### config.mk
export PLATFORM = sky130hd
export DESIGN_NAME = ivu_interrupt_vector_unit
export DESIGN_NICKNAME = d
export VERILOG_FILES = /design/src/ivu_pkg.sv /design/src/ivu_slot_pick.sv /design/src/ivu_interrupt_vector_unit.sv
export SDC_FILE = /design/constraint.sdc
export NUM_CORES = 2
export LEC_CHECK = 0
export BUFFER_PORTS_ARGS = -buffer_cell sky130_fd_sc_hd__buf_4
export CORE_MARGIN = 10
export CORE_UTILIZATION = 42
export CTS_BUF_LIST = sky130_fd_sc_hd__clkbuf_4 sky130_fd_sc_hd__clkbuf_8
export CTS_CLUSTER_SIZE = 20
export DETAILED_ROUTE_END_ITERATION = 7
export HOLD_SLACK_MARGIN = 0.05
export SLEW_MARGIN = 20
export SYNTH_ARGS = -nofsm -noshare
export SYNTH_HDL_FRONTEND = slang
export SYNTH_HIERARCHICAL = 1
export SYNTH_SLANG_ARGS = --single-unit
### constraint.sdc
create_clock -name clk_sys -period 8.7 [get_ports clk_sys]
set_clock_uncertainty 0.15 [all_clocks]
set_input_delay 1.74 -clock clk_sys [delete_from_list [all_inputs] [get_ports clk_sys]]
set_output_delay 1.74 -clock clk_sys [all_outputs]
set_load 0.1 [all_outputs]
### src/ivu_pkg.sv
// ****************************************************************
// interrupt vector unit constants
// ****************************************************************
package ivu_pkg;

    localparam int NUM_SOURCES = 32;
    localparam int SRC_BITS    = 5;
    localparam int NUM_SLOTS   = 16;
    localparam int SLOT_BITS   = 4;
    localparam int ADDR_BITS   = 32;
    localparam int CFG_SEL_BITS = 6;

    // configuration port selectors
    localparam logic [CFG_SEL_BITS-1:0] CFG_ENABLE       = 6'h00;
    localparam logic [CFG_SEL_BITS-1:0] CFG_FAST_SELECT  = 6'h01;
    localparam logic [CFG_SEL_BITS-1:0] CFG_DEFAULT_ADDR = 6'h02;
    localparam logic [1:0]              CFG_GRP_SLOT_ADDR = 2'h1; // 0x10..0x1F
    localparam logic [1:0]              CFG_GRP_SLOT_CTRL = 2'h2; // 0x20..0x2F

    // slot control word layout
    localparam int SLOT_CTRL_SRC_LSB = 0;
    localparam int SLOT_CTRL_EN_BIT  = 5;

    // reset values
    localparam logic [NUM_SOURCES-1:0] ENABLE_RESET      = 32'h0000_0000;
    localparam logic [NUM_SOURCES-1:0] FAST_SELECT_RESET = 32'h0000_0000;
    localparam logic [ADDR_BITS-1:0]   ADDR_RESET        = 32'h0000_0000;
    localparam logic [SRC_BITS-1:0]    SLOT_SRC_RESET    = 5'h00;

endpackage

### src/ivu_slot_pick.sv
`timescale 1ns/10ps
// ****************************************************************
// lowest-numbered active slot finder
// ****************************************************************
module ivu_slot_pick
    import ivu_pkg::*;
(
    input  wire logic [NUM_SLOTS-1:0] slotHit,
    output logic                      anyHit,
    output logic [SLOT_BITS-1:0]      winIndex
);

    // scan from the top so the lowest index is written last and wins
    always_comb begin
        anyHit   = 1'b0;
        winIndex = '0;
        for (int i = NUM_SLOTS - 1; i >= 0; i--) begin
            if (slotHit[i]) begin
                anyHit   = 1'b1;
                winIndex = SLOT_BITS'(i);
            end
        end
    end

endmodule

### src/ivu_interrupt_vector_unit.sv
`timescale 1ns/10ps
// How it works
// each source is classed fast, vectored normal or plain normal by configuration
// class, slot and enable settings may be rewritten at any time while running
// fast class ranks highest; all fast requests merge into one fast output
// a status word shows which fast sources are requesting right now
// sixteen vectored slots, each may point at any source
// slot zero wins, slot fifteen loses; priority falls with slot number
// vectored requests rank below fast and above non-vectored ones
// non-vectored normal requests rank lowest of all
// vectored and non-vectored normal requests merge into one normal output
// vector address gives winning slot address, else the shared default address
// a second status word shows every active normal-class request
// each peripheral drives one request line, possibly an or of its flags
// core outputs follow their enabled requests and drop once all are cleared
// after reset nothing is enabled or slotted and both outputs are low
module ivu_interrupt_vector_unit
    import ivu_pkg::*;
(
    input  wire logic                    clk_sys,
    input  wire logic                    nrst,
    // peripheral request lines, one per peripheral, level sensitive
    input  wire logic [NUM_SOURCES-1:0]  srcRequest,
    // configuration load port
    input  wire logic                    cfgWrite,
    input  wire logic [CFG_SEL_BITS-1:0] cfgSel,
    input  wire logic [ADDR_BITS-1:0]    cfgData,
    // processor core side
    output logic                         fastIrq,
    output logic                         normalIrq,
    output logic [ADDR_BITS-1:0]         vectorAddress,
    output logic                         vectorValid,
    output logic [SLOT_BITS-1:0]         vectorSlot,
    output logic [NUM_SOURCES-1:0]       fastStatus,
    output logic [NUM_SOURCES-1:0]       normalStatus,
    output logic [NUM_SOURCES-1:0]       plainStatus
);

    // ****************************************************************
    // configuration storage
    // ****************************************************************
    logic [NUM_SOURCES-1:0] enable_q;
    logic [NUM_SOURCES-1:0] fastSelect_q;
    logic [ADDR_BITS-1:0]   defaultAddr_q;
    logic [ADDR_BITS-1:0]   slotAddr_q   [NUM_SLOTS];
    logic [SRC_BITS-1:0]    slotSrc_q    [NUM_SLOTS];
    logic [NUM_SLOTS-1:0]   slotEnable_q;

    logic                   slotAddrWrite;
    logic                   slotCtrlWrite;
    logic [SLOT_BITS-1:0]   cfgSlot;

    // upper selector bits pick the group, lower ones the slot
    assign cfgSlot       = cfgSel[SLOT_BITS-1:0];
    assign slotAddrWrite = cfgWrite && (cfgSel[CFG_SEL_BITS-1:SLOT_BITS] == CFG_GRP_SLOT_ADDR);
    assign slotCtrlWrite = cfgWrite && (cfgSel[CFG_SEL_BITS-1:SLOT_BITS] == CFG_GRP_SLOT_CTRL);

    // exact selector matches for the three global settings
    logic                   enableWrite;
    logic                   fastSelWrite;
    logic                   defaultWrite;

    assign enableWrite  = cfgWrite && (cfgSel == CFG_ENABLE);
    assign fastSelWrite = cfgWrite && (cfgSel == CFG_FAST_SELECT);
    assign defaultWrite = cfgWrite && (cfgSel == CFG_DEFAULT_ADDR);

    // enable mask: a cleared bit hides its source from every output
    always_ff @(posedge clk_sys) begin
        if (!nrst) begin
            enable_q <= ENABLE_RESET;
        end else if (enableWrite) begin
            enable_q <= cfgData;
        end
    end

    // fast class mask; a write lands on the next edge, even mid-service
    always_ff @(posedge clk_sys) begin
        if (!nrst) begin
            fastSelect_q <= FAST_SELECT_RESET;
        end else if (fastSelWrite) begin
            fastSelect_q <= cfgData;
        end
    end

    // shared default routine address, used when no slot is pending
    always_ff @(posedge clk_sys) begin
        if (!nrst) begin
            defaultAddr_q <= ADDR_RESET;
        end else if (defaultWrite) begin
            defaultAddr_q <= cfgData;
        end
    end

    // ****************************************************************
    // per-slot settings and slot request detection
    // ****************************************************************
    logic [NUM_SOURCES-1:0] fastActive;
    logic [NUM_SOURCES-1:0] normalActive;
    logic [NUM_SOURCES-1:0] slottedMask;
    logic [NUM_SLOTS-1:0]   slotHit;
    logic [NUM_SOURCES-1:0] slotClaim [NUM_SLOTS];

    // the fast class steals a source even if a slot also names it
    assign fastActive   = srcRequest & enable_q & fastSelect_q;
    assign normalActive = srcRequest & enable_q & ~fastSelect_q;

    genvar s;
    generate
        for (s = 0; s < NUM_SLOTS; s++) begin : gSlot
            always_ff @(posedge clk_sys) begin
                if (!nrst) begin
                    slotAddr_q[s]   <= ADDR_RESET;
                    slotSrc_q[s]    <= SLOT_SRC_RESET;
                    slotEnable_q[s] <= 1'b0;
                end else begin
                    if (slotAddrWrite && (cfgSlot == SLOT_BITS'(s))) begin
                        slotAddr_q[s] <= cfgData;
                    end
                    if (slotCtrlWrite && (cfgSlot == SLOT_BITS'(s))) begin
                        slotSrc_q[s]    <= cfgData[SLOT_CTRL_SRC_LSB +: SRC_BITS];
                        slotEnable_q[s] <= cfgData[SLOT_CTRL_EN_BIT];
                    end
                end
            end

            // a slot fires when its enabled source is an active normal request
            assign slotHit[s] = slotEnable_q[s] && normalActive[slotSrc_q[s]];

            // one-hot claim so the non-vectored set can exclude slotted sources
            if (s == 0) begin : gFirst
                assign slotClaim[s] = slotEnable_q[s] ?
                                      (NUM_SOURCES'(1) << slotSrc_q[s]) : '0;
            end else begin : gNext
                assign slotClaim[s] = slotClaim[s-1] | (slotEnable_q[s] ?
                                      (NUM_SOURCES'(1) << slotSrc_q[s]) : '0);
            end
        end
    endgenerate

    assign slottedMask = slotClaim[NUM_SLOTS-1];

    // ****************************************************************
    // vectored priority resolution
    // ****************************************************************
    logic                 anyVectored;
    logic [SLOT_BITS-1:0] winSlot;

    ivu_slot_pick uPick (
        .slotHit  (slotHit),
        .anyHit   (anyVectored),
        .winIndex (winSlot)
    );

    // ****************************************************************
    // core-facing outputs
    // ****************************************************************
    logic                 anyFast;
    logic                 anyNormal;

    // one wide or per class; vectored and plain both feed the normal line
    assign anyFast   = |fastActive;
    assign anyNormal = |normalActive;

    // outputs are level images of the requests: no latching, so an
    // output drops one edge after the last source releases its line
    always_ff @(posedge clk_sys) begin
        if (!nrst) begin
            fastIrq <= 1'b0;
        end else begin
            fastIrq <= anyFast;
        end
    end

    // normal line to the core, same latency as the fast one
    always_ff @(posedge clk_sys) begin
        if (!nrst) begin
            normalIrq <= 1'b0;
        end else begin
            normalIrq <= anyNormal;
        end
    end

    // fast status word, read by the fast routine to find its sources
    always_ff @(posedge clk_sys) begin
        if (!nrst) begin
            fastStatus <= '0;
        end else begin
            fastStatus <= fastActive;
        end
    end

    // every enabled normal request, vectored or not
    always_ff @(posedge clk_sys) begin
        if (!nrst) begin
            normalStatus <= '0;
        end else begin
            normalStatus <= normalActive;
        end
    end

    // normal requests no enabled slot claims; a disabled slot claims nothing,
    // so its source stays visible to the default routine
    always_ff @(posedge clk_sys) begin
        if (!nrst) begin
            plainStatus <= '0;
        end else begin
            plainStatus <= normalActive & ~slottedMask;
        end
    end

    // vector address: winning slot first, default routine otherwise
    always_ff @(posedge clk_sys) begin
        if (!nrst) begin
            vectorAddress <= ADDR_RESET;
            vectorValid   <= 1'b0;
            vectorSlot    <= '0;
        end else begin
            vectorValid <= anyVectored;
            vectorSlot  <= winSlot;
            if (anyVectored) begin
                vectorAddress <= slotAddr_q[winSlot];
            end else begin
                vectorAddress <= defaultAddr_q;
            end
        end
    end

endmodule

# [Word level (Yosys, flattened, before mapping)]
# Memories as Yosys holds them, arrays and structs flattened.
# Cells that the tools add are included.
[word_totals] ff_bits=247 latch_bits=0 mem_bits_rw=592 mem_bits_ro=0 elab_cells=400 mem_count=2
[classes] n_addsub=0 mul=0 n_div=0 order_cmp=16 eq_ne=19 n_shift=16 muxes=210 bitwise=53 reduce_logical=57
[memory_table] name="slotAddr_q" depth=16 width=32 rd=1 rd_ports_with_merged_regs=0 wr=16 line="ivu_interrupt_vector_unit.sv:45" rtl="logic [ADDR_BITS-1:0] slotAddr_q [NUM_SLOTS];"
[memory_table] name="slotSrc_q" depth=16 width=5 rd=16 rd_ports_with_merged_regs=0 wr=16 line="ivu_interrupt_vector_unit.sv:46" rtl="logic [SRC_BITS-1:0] slotSrc_q [NUM_SLOTS];"
[ops] operator="$mux W32" n=33
[ops] operator="$shl A1 B5 Y32 const A" n=16
[ops] operator="$or A32 B32 Y32" n=15
[ops] operator="$mux W1" n=129
[ops] operator="$and A32 B32 Y32" n=4
[ops] operator="$lt A5 B6 Y1 const B" n=16
[ops] operator="$bmux W1 S5" n=16
[ops] operator="$mux W5" n=16
[ops] operator="$mux W4" n=16
[ops] operator="$not A32 Y32" n=2
[ops] operator="$reduce_or A32 Y1" n=2
[ops] operator="$logic_and A1 B1 Y1" n=53
[ops] operator="$eq A4 B4 Y1 const B" n=8
[ops] operator="$or A1 B1 Y1" n=32
[ops] operator="$eq A4 B3 Y1 const B" n=4
[ops] operator="$eq A4 B2 Y1 const B" n=2
[ops] operator="$eq A6 B1 Y1 const B" n=1
[ops] operator="$eq A6 B2 Y1 const B" n=1
[ops] operator="$logic_not A6 Y1" n=1
[ops] operator="$eq A4 B1 Y1 const B" n=1
[ops] operator="$logic_not A4 Y1" n=1
[ops] operator="$eq A2 B1 Y1 const B" n=1
[ops] operator="$eq A2 B2 Y1 const B" n=1

# [Longest topological paths before layout]
# An unclocked memory read counts as a cell.
[logic_depth] word_depth=23 depth_mapped=19 depth_no_buf=14

# [Cells and area by module]
# The synthesis kept the hierarchy.
[by_module_without_submodules] module="ivu_interrupt_vector_unit" n_inst=1 cells_each=3820 area_per_inst_um2=42923.7
[by_module_without_submodules] module="ivu_slot_pick" n_inst=1 cells_each=33 area_per_inst_um2=178.9

# [Least setup slack after synthesis]
# OpenSTA, ideal clock, no wires.
[synth_path] path_type="input port to flip-flop" start="in srcRequest[10]" end="reg vectorAddress[30]" setup_ps=128 arrival_ps=5302 required_time_ps=8422 setup_slack_ps=3121 stages=16 n_path_buf=4 cell_sequence="and3b_1 clkbuf_1 clkbuf_1 a22oi_1 o221ai_1 o32a_1 nor2_1 nor4_1 o31ai_1 a31oi_1 clkbuf_1 clkbuf_1 mux4_2 mux4_2 mux2i_1 nor2_1"
[synth_lines] item="from (decl)" line="ivu_interrupt_vector_unit.sv:23" rtl="input wire logic [NUM_SOURCES-1:0] srcRequest,"
[synth_lines] item="$and A32 B32 Y32 (2 in series)" line="ivu_interrupt_vector_unit.sv:105" rtl="assign normalActive = srcRequest & enable_q & ~fastSelect_q;"
[synth_lines] item="$bmux W1 S5" line="ivu_interrupt_vector_unit.sv:127" rtl="assign slotHit[s] = slotEnable_q[s] && normalActive[slotSrc_q[s]];"
[synth_lines] item="$mux W1 (implied by the code)" line="ivu_interrupt_vector_unit.sv:127"
[synth_lines] item="$logic_and A1 B1 Y1" line="ivu_interrupt_vector_unit.sv:127"
[synth_lines] item="named net slotHit[10]" line="ivu_interrupt_vector_unit.sv:100" rtl="logic [NUM_SLOTS-1:0] slotHit;"
[synth_lines] item="$mux W4 (11 in series)" line="ivu_slot_pick.sv:18" rtl="if (slotHit[i]) begin"
[synth_lines] item="named net winSlot[1]" line="ivu_interrupt_vector_unit.sv:146" rtl="logic [SLOT_BITS-1:0] winSlot;"
[synth_lines] item="$mem_v2 Z16 W32"
[synth_lines] item="$mux W32" line="ivu_interrupt_vector_unit.sv:220" rtl="if (anyVectored) begin"
[synth_lines] item="to (signal assigned)" line="ivu_interrupt_vector_unit.sv:221" rtl="vectorAddress <= slotAddr_q[winSlot];"
[synth_lines] item="to (signal assigned)" line="ivu_interrupt_vector_unit.sv:223" rtl="vectorAddress <= defaultAddr_q;"
[synth_lines] item="to (decl)" line="ivu_interrupt_vector_unit.sv:31" rtl="output logic [ADDR_BITS-1:0] vectorAddress,"
# The timed path passes the listed nets, and every way through them passes these cells. The select of a mux whose other input is x is not followed.
# A chain may end at the register's enable or synchronous reset.

# [Worst setup path after layout]
[layout_path] start="in srcRequest[17]" end="reg vectorAddress[2]"
[layout_lines] item="$and A32 B32 Y32 (2 in series)" line="ivu_interrupt_vector_unit.sv:105"
[layout_lines] item="$bmux W1 S5" line="ivu_interrupt_vector_unit.sv:127"
[layout_lines] item="$mux W1 (implied by the code)" line="ivu_interrupt_vector_unit.sv:127"
[layout_lines] item="$logic_and A1 B1 Y1" line="ivu_interrupt_vector_unit.sv:127"
[layout_lines] item="named net slotHit[8]" line="ivu_interrupt_vector_unit.sv:100"
[layout_lines] item="$mux W4 (9 in series)" line="ivu_slot_pick.sv:18"
[layout_lines] item="named net winSlot[1]" line="ivu_interrupt_vector_unit.sv:146"
[layout_lines] item="$mem_v2 Z16 W32"
[layout_lines] item="$mux W32" line="ivu_interrupt_vector_unit.sv:220"
# The timed path passes the listed nets, and every way through them passes these cells. The select of a mux whose other input is x is not followed.

==> qor.csv <==
metric,value,unit
status,"finished, final reports clean",
FF-to-FF End,vectorAddress[14],
Placed Area,46200,µm²
maximum VDD drop,0.135,mV
TritonCTS clock tree,done,
LEAKAGE,0.0164,µW
Inserted Clock Buffers,142,
DR WL/cell,39.8,µm
global-route wire length before repair,295000,µm
Global Route Usage Sum,36.5,%
Hold Crit Depth,2,
syn_area_per_cell,11.2,µm²
Post-CTS Hold Buffers,0,
Post-synth ARST share,0,%
Hold Crit Start,defaultAddr_q[28],
dpl hpwl,140000,µm
"commonest non-fill, non-tap cell in the layout",and2_1,
GR Overflow Total,0,
DR vias/cell,6.64,
Final Instance Area,49300,µm²
CP top delay family,multiplexers,
Switching Share,25.6,%
Final ANT Viol Nets,0,
Area Overhead vs Synth,14.3,%
Core ar.,102000,µm²
CTS root buffer,clkbuf_8,
Worst Hold Class,flip-flop to flip-flop,
Worst EP required,9.23,ns
min Tclk post-route,6.03,ns
leading post-synthesis cells by cell area,"edfxtp_1 41%, mux4_2 12%, dfxtp_1 11%, and2_1 8.7%, nand2_1 3.0%",
setup violators final,0,
Die ar.,116000,µm²
clock sink count,839,
Max Cap Violations,0,
Starting Density,42.3,%
H-tree depth,4,
worst hold path endpoint,defaultAddr_q[28],
Seq cells post-synth,839,
worst r2r src,slotSrc_q[0][1],
Gate power share,7.4,%
via count,36200,
max frequency,166,MHz
Reg2Reg Depth,13,
RSZ-0062 raised after global routing,no,
DR iter-0 viols,5973,
Cell variety after synth,76,
most frequent cells in the layout,"599 x and2_1, 592 x edfxtp_1, 341 x nand2_1",
Post CTS Setup Buffer Count,0,
nets,4029,
"Slew Viols, Final",0,
die height,340,µm
Die Wd,340,µm
CTS max path bufs,3,
Crit. End Element,flip-flop,
layout cells sized above 1,21.2,%
Worst Path Max Fanout,129,
Rows,117,
Worst-Skew Late Latency,0.86,ns
total I/O pin count,208,
Syn Std Cell Area,43100,µm²
Synth area leader,edfxtp_1,
post-synth top area share,41.2,%
Reg power frac,50.5,%
slew margin rel.,14.9,%
routability cong.,1.12,
WS Path Type,input port to flip-flop,
clock slew at reported path FFs,0.06,ns
initial antenna violation count,30,
largest net degree at the start of global routing,154,
drt pass-1 iters,7,
CTS resizes,0,
"slowest stage delay, CP",0.71,ns
Post-synth top flop,edfxtp_1,
critical path startpoint category,input port,
WL final,217000,µm
sw power,2300,µW
Cell Int Power,6690,µW
Final period util,69.3,%
clock share of power,42.1,%
Post-Syn Instances,3853,
slowest CP cell,mux4_2,
worst-margin pin slew,1.27,ns
Worst Path Arrival,6.56,ns
flop2flop setup slack,2.83,ns
Crit. Startpoint,srcRequest[17],
number of synthesized flops with an enable pin,592,
"Buf+Inv Stages, Crit Path",2,
"Net Count, Synth",3926,
pwr/cell area,182,nW/µm²
Synth Warn #,6,
number of port buffers,207,
number of global-route vias before repair,34900,
"critical path, cell by cell","buf_4, nand3b_1, mux4_2, nor2_1, a31oi_1, or4b_1, a32oi_1, nor2_1, o31ai_1, a31oi_4, buf_12, mux4_2, mux4_2, mux2i_1, nor2_1",
drt drc,0,
setup TNS,0,ns
sequential area share after synthesis,52.7,%
final hold violation count,0,
-- through the flow --
stage	hold WS, ns	power, µW	instances	utilization [%]	setup slack (ns)
4_1_cts	0.306	8990	5441	48.3	2.82
2_1_floorplan	0.286	4910	3853	-	3.12
3_3_place_gp	0.291	5250	5179	45.3	1.96
5_1_grt	0.325	9220	5444	48.3	2.51
6_report	0.308	8990	5458	48.4	2.67
3_5_place_dp	0.298	5250	5179	45.3	1.95
-- worst reg2reg max path, delay by kind of cell (launching register included) --
kind | cells | cell delay [ns]
DFF | 1 | 1.03
AOI/OAI and AO/OA | 3 | 1.01
buffers and inverters | 1 | 0.60
and+or+nand+nor | 6 | 1.71
muxes | 3 | 1.25
-- sequential cells by signal (all words and copies together), names as in the netlist --
| name | flops |
|---|---|
| fastIrq | 1 |
| vectorSlot | 4 |
| fastStatus | 32 |
| vectorAddress | 32 |
| enable_q | 32 |
| fastSelect_q | 32 |
| slotEnable_q | 16 |
| normalIrq | 1 |
| vectorValid | 1 |
| slotSrc_q | 80 |
| normalStatus | 32 |
| slotAddr_q | 512 |
| defaultAddr_q | 32 |
| plainStatus | 32 |
-- cells by family (layout without fill, tap and decap cells) --
logic type,Yosys count,in the layout,share of synthesized area [%]
other,0,16,0
buffers and inverters,386,607,3.59
muxes,271,271,12.8
and+or+nand+nor,1717,1717,21.4
AOI/OAI and AO/OA,640,640,9.42
DFF,839,839,52.7
-- final cells by class --
cell class	instances	area, µm²
antenna	16	40.0
clock buffer	228	2750
clock inverter	34	283
fill	9302	52600
inverter	27	106
multi-input combinational	2628	19200
sequential	839	22700
tap	1368	1710
timing repair buffer	318	2440
-- worst max-delay path by stage --
stage | end | slack (ns) | depth (start not counted)
6_report | vectorAddress[2] | 2.67 | 15
3_5_place_dp | vectorAddress[14] | 1.95 | 15
3_3_place_gp | vectorAddress[14] | 1.96 | 15
5_1_grt | vectorAddress[23] | 2.51 | 15
4_1_cts | vectorAddress[14] | 2.82 | 15
2_1_floorplan | vectorAddress[30] | 3.12 | 16
-- synth_stat cells (25+ instances only) --
master,n
o21ai_1,39
nand4_1,34
and3b_1,25
clkbuf_1,292
nand2b_1,44
nor3_1,61
o22ai_1,192
mux2i_1,45
and2_1,599
buf_2,35
nor2_1,273
nand2_1,341
nand3b_1,61
edfxtp_1,592
nand3_1,106
nor4_1,41
dfxtp_1,247
o21ai_0,65
nor2b_1,34
mux4_2,225
a21oi_1,158
-- layer usage --
metal | GRT usage, % | vias to the layer above | share of wire (%)
li1 | - | 14500 | -
met4 | 23.6 | 18 | 7.6
met1 | 44.6 | 17900 | 36
met5 | 0 | - | 0.066
met3 | 12.2 | 839 | 12
met2 | 55.0 | 2978 | 44
-- power groups by stage --
stage | Combinational (µW) | Clock, µW | Sequential [µW]
4_1_cts | 635 | 3820 | 4530
6_report | 665 | 3780 | 4540
5_1_grt | 673 | 4000 | 4540
3_5_place_dp | 634 | 0 | 4610
3_3_place_gp | 638 | 0 | 4610
2_1_floorplan | 349 | 0 | 4560
No activity file was read; power rests on OpenSTA's default activity.
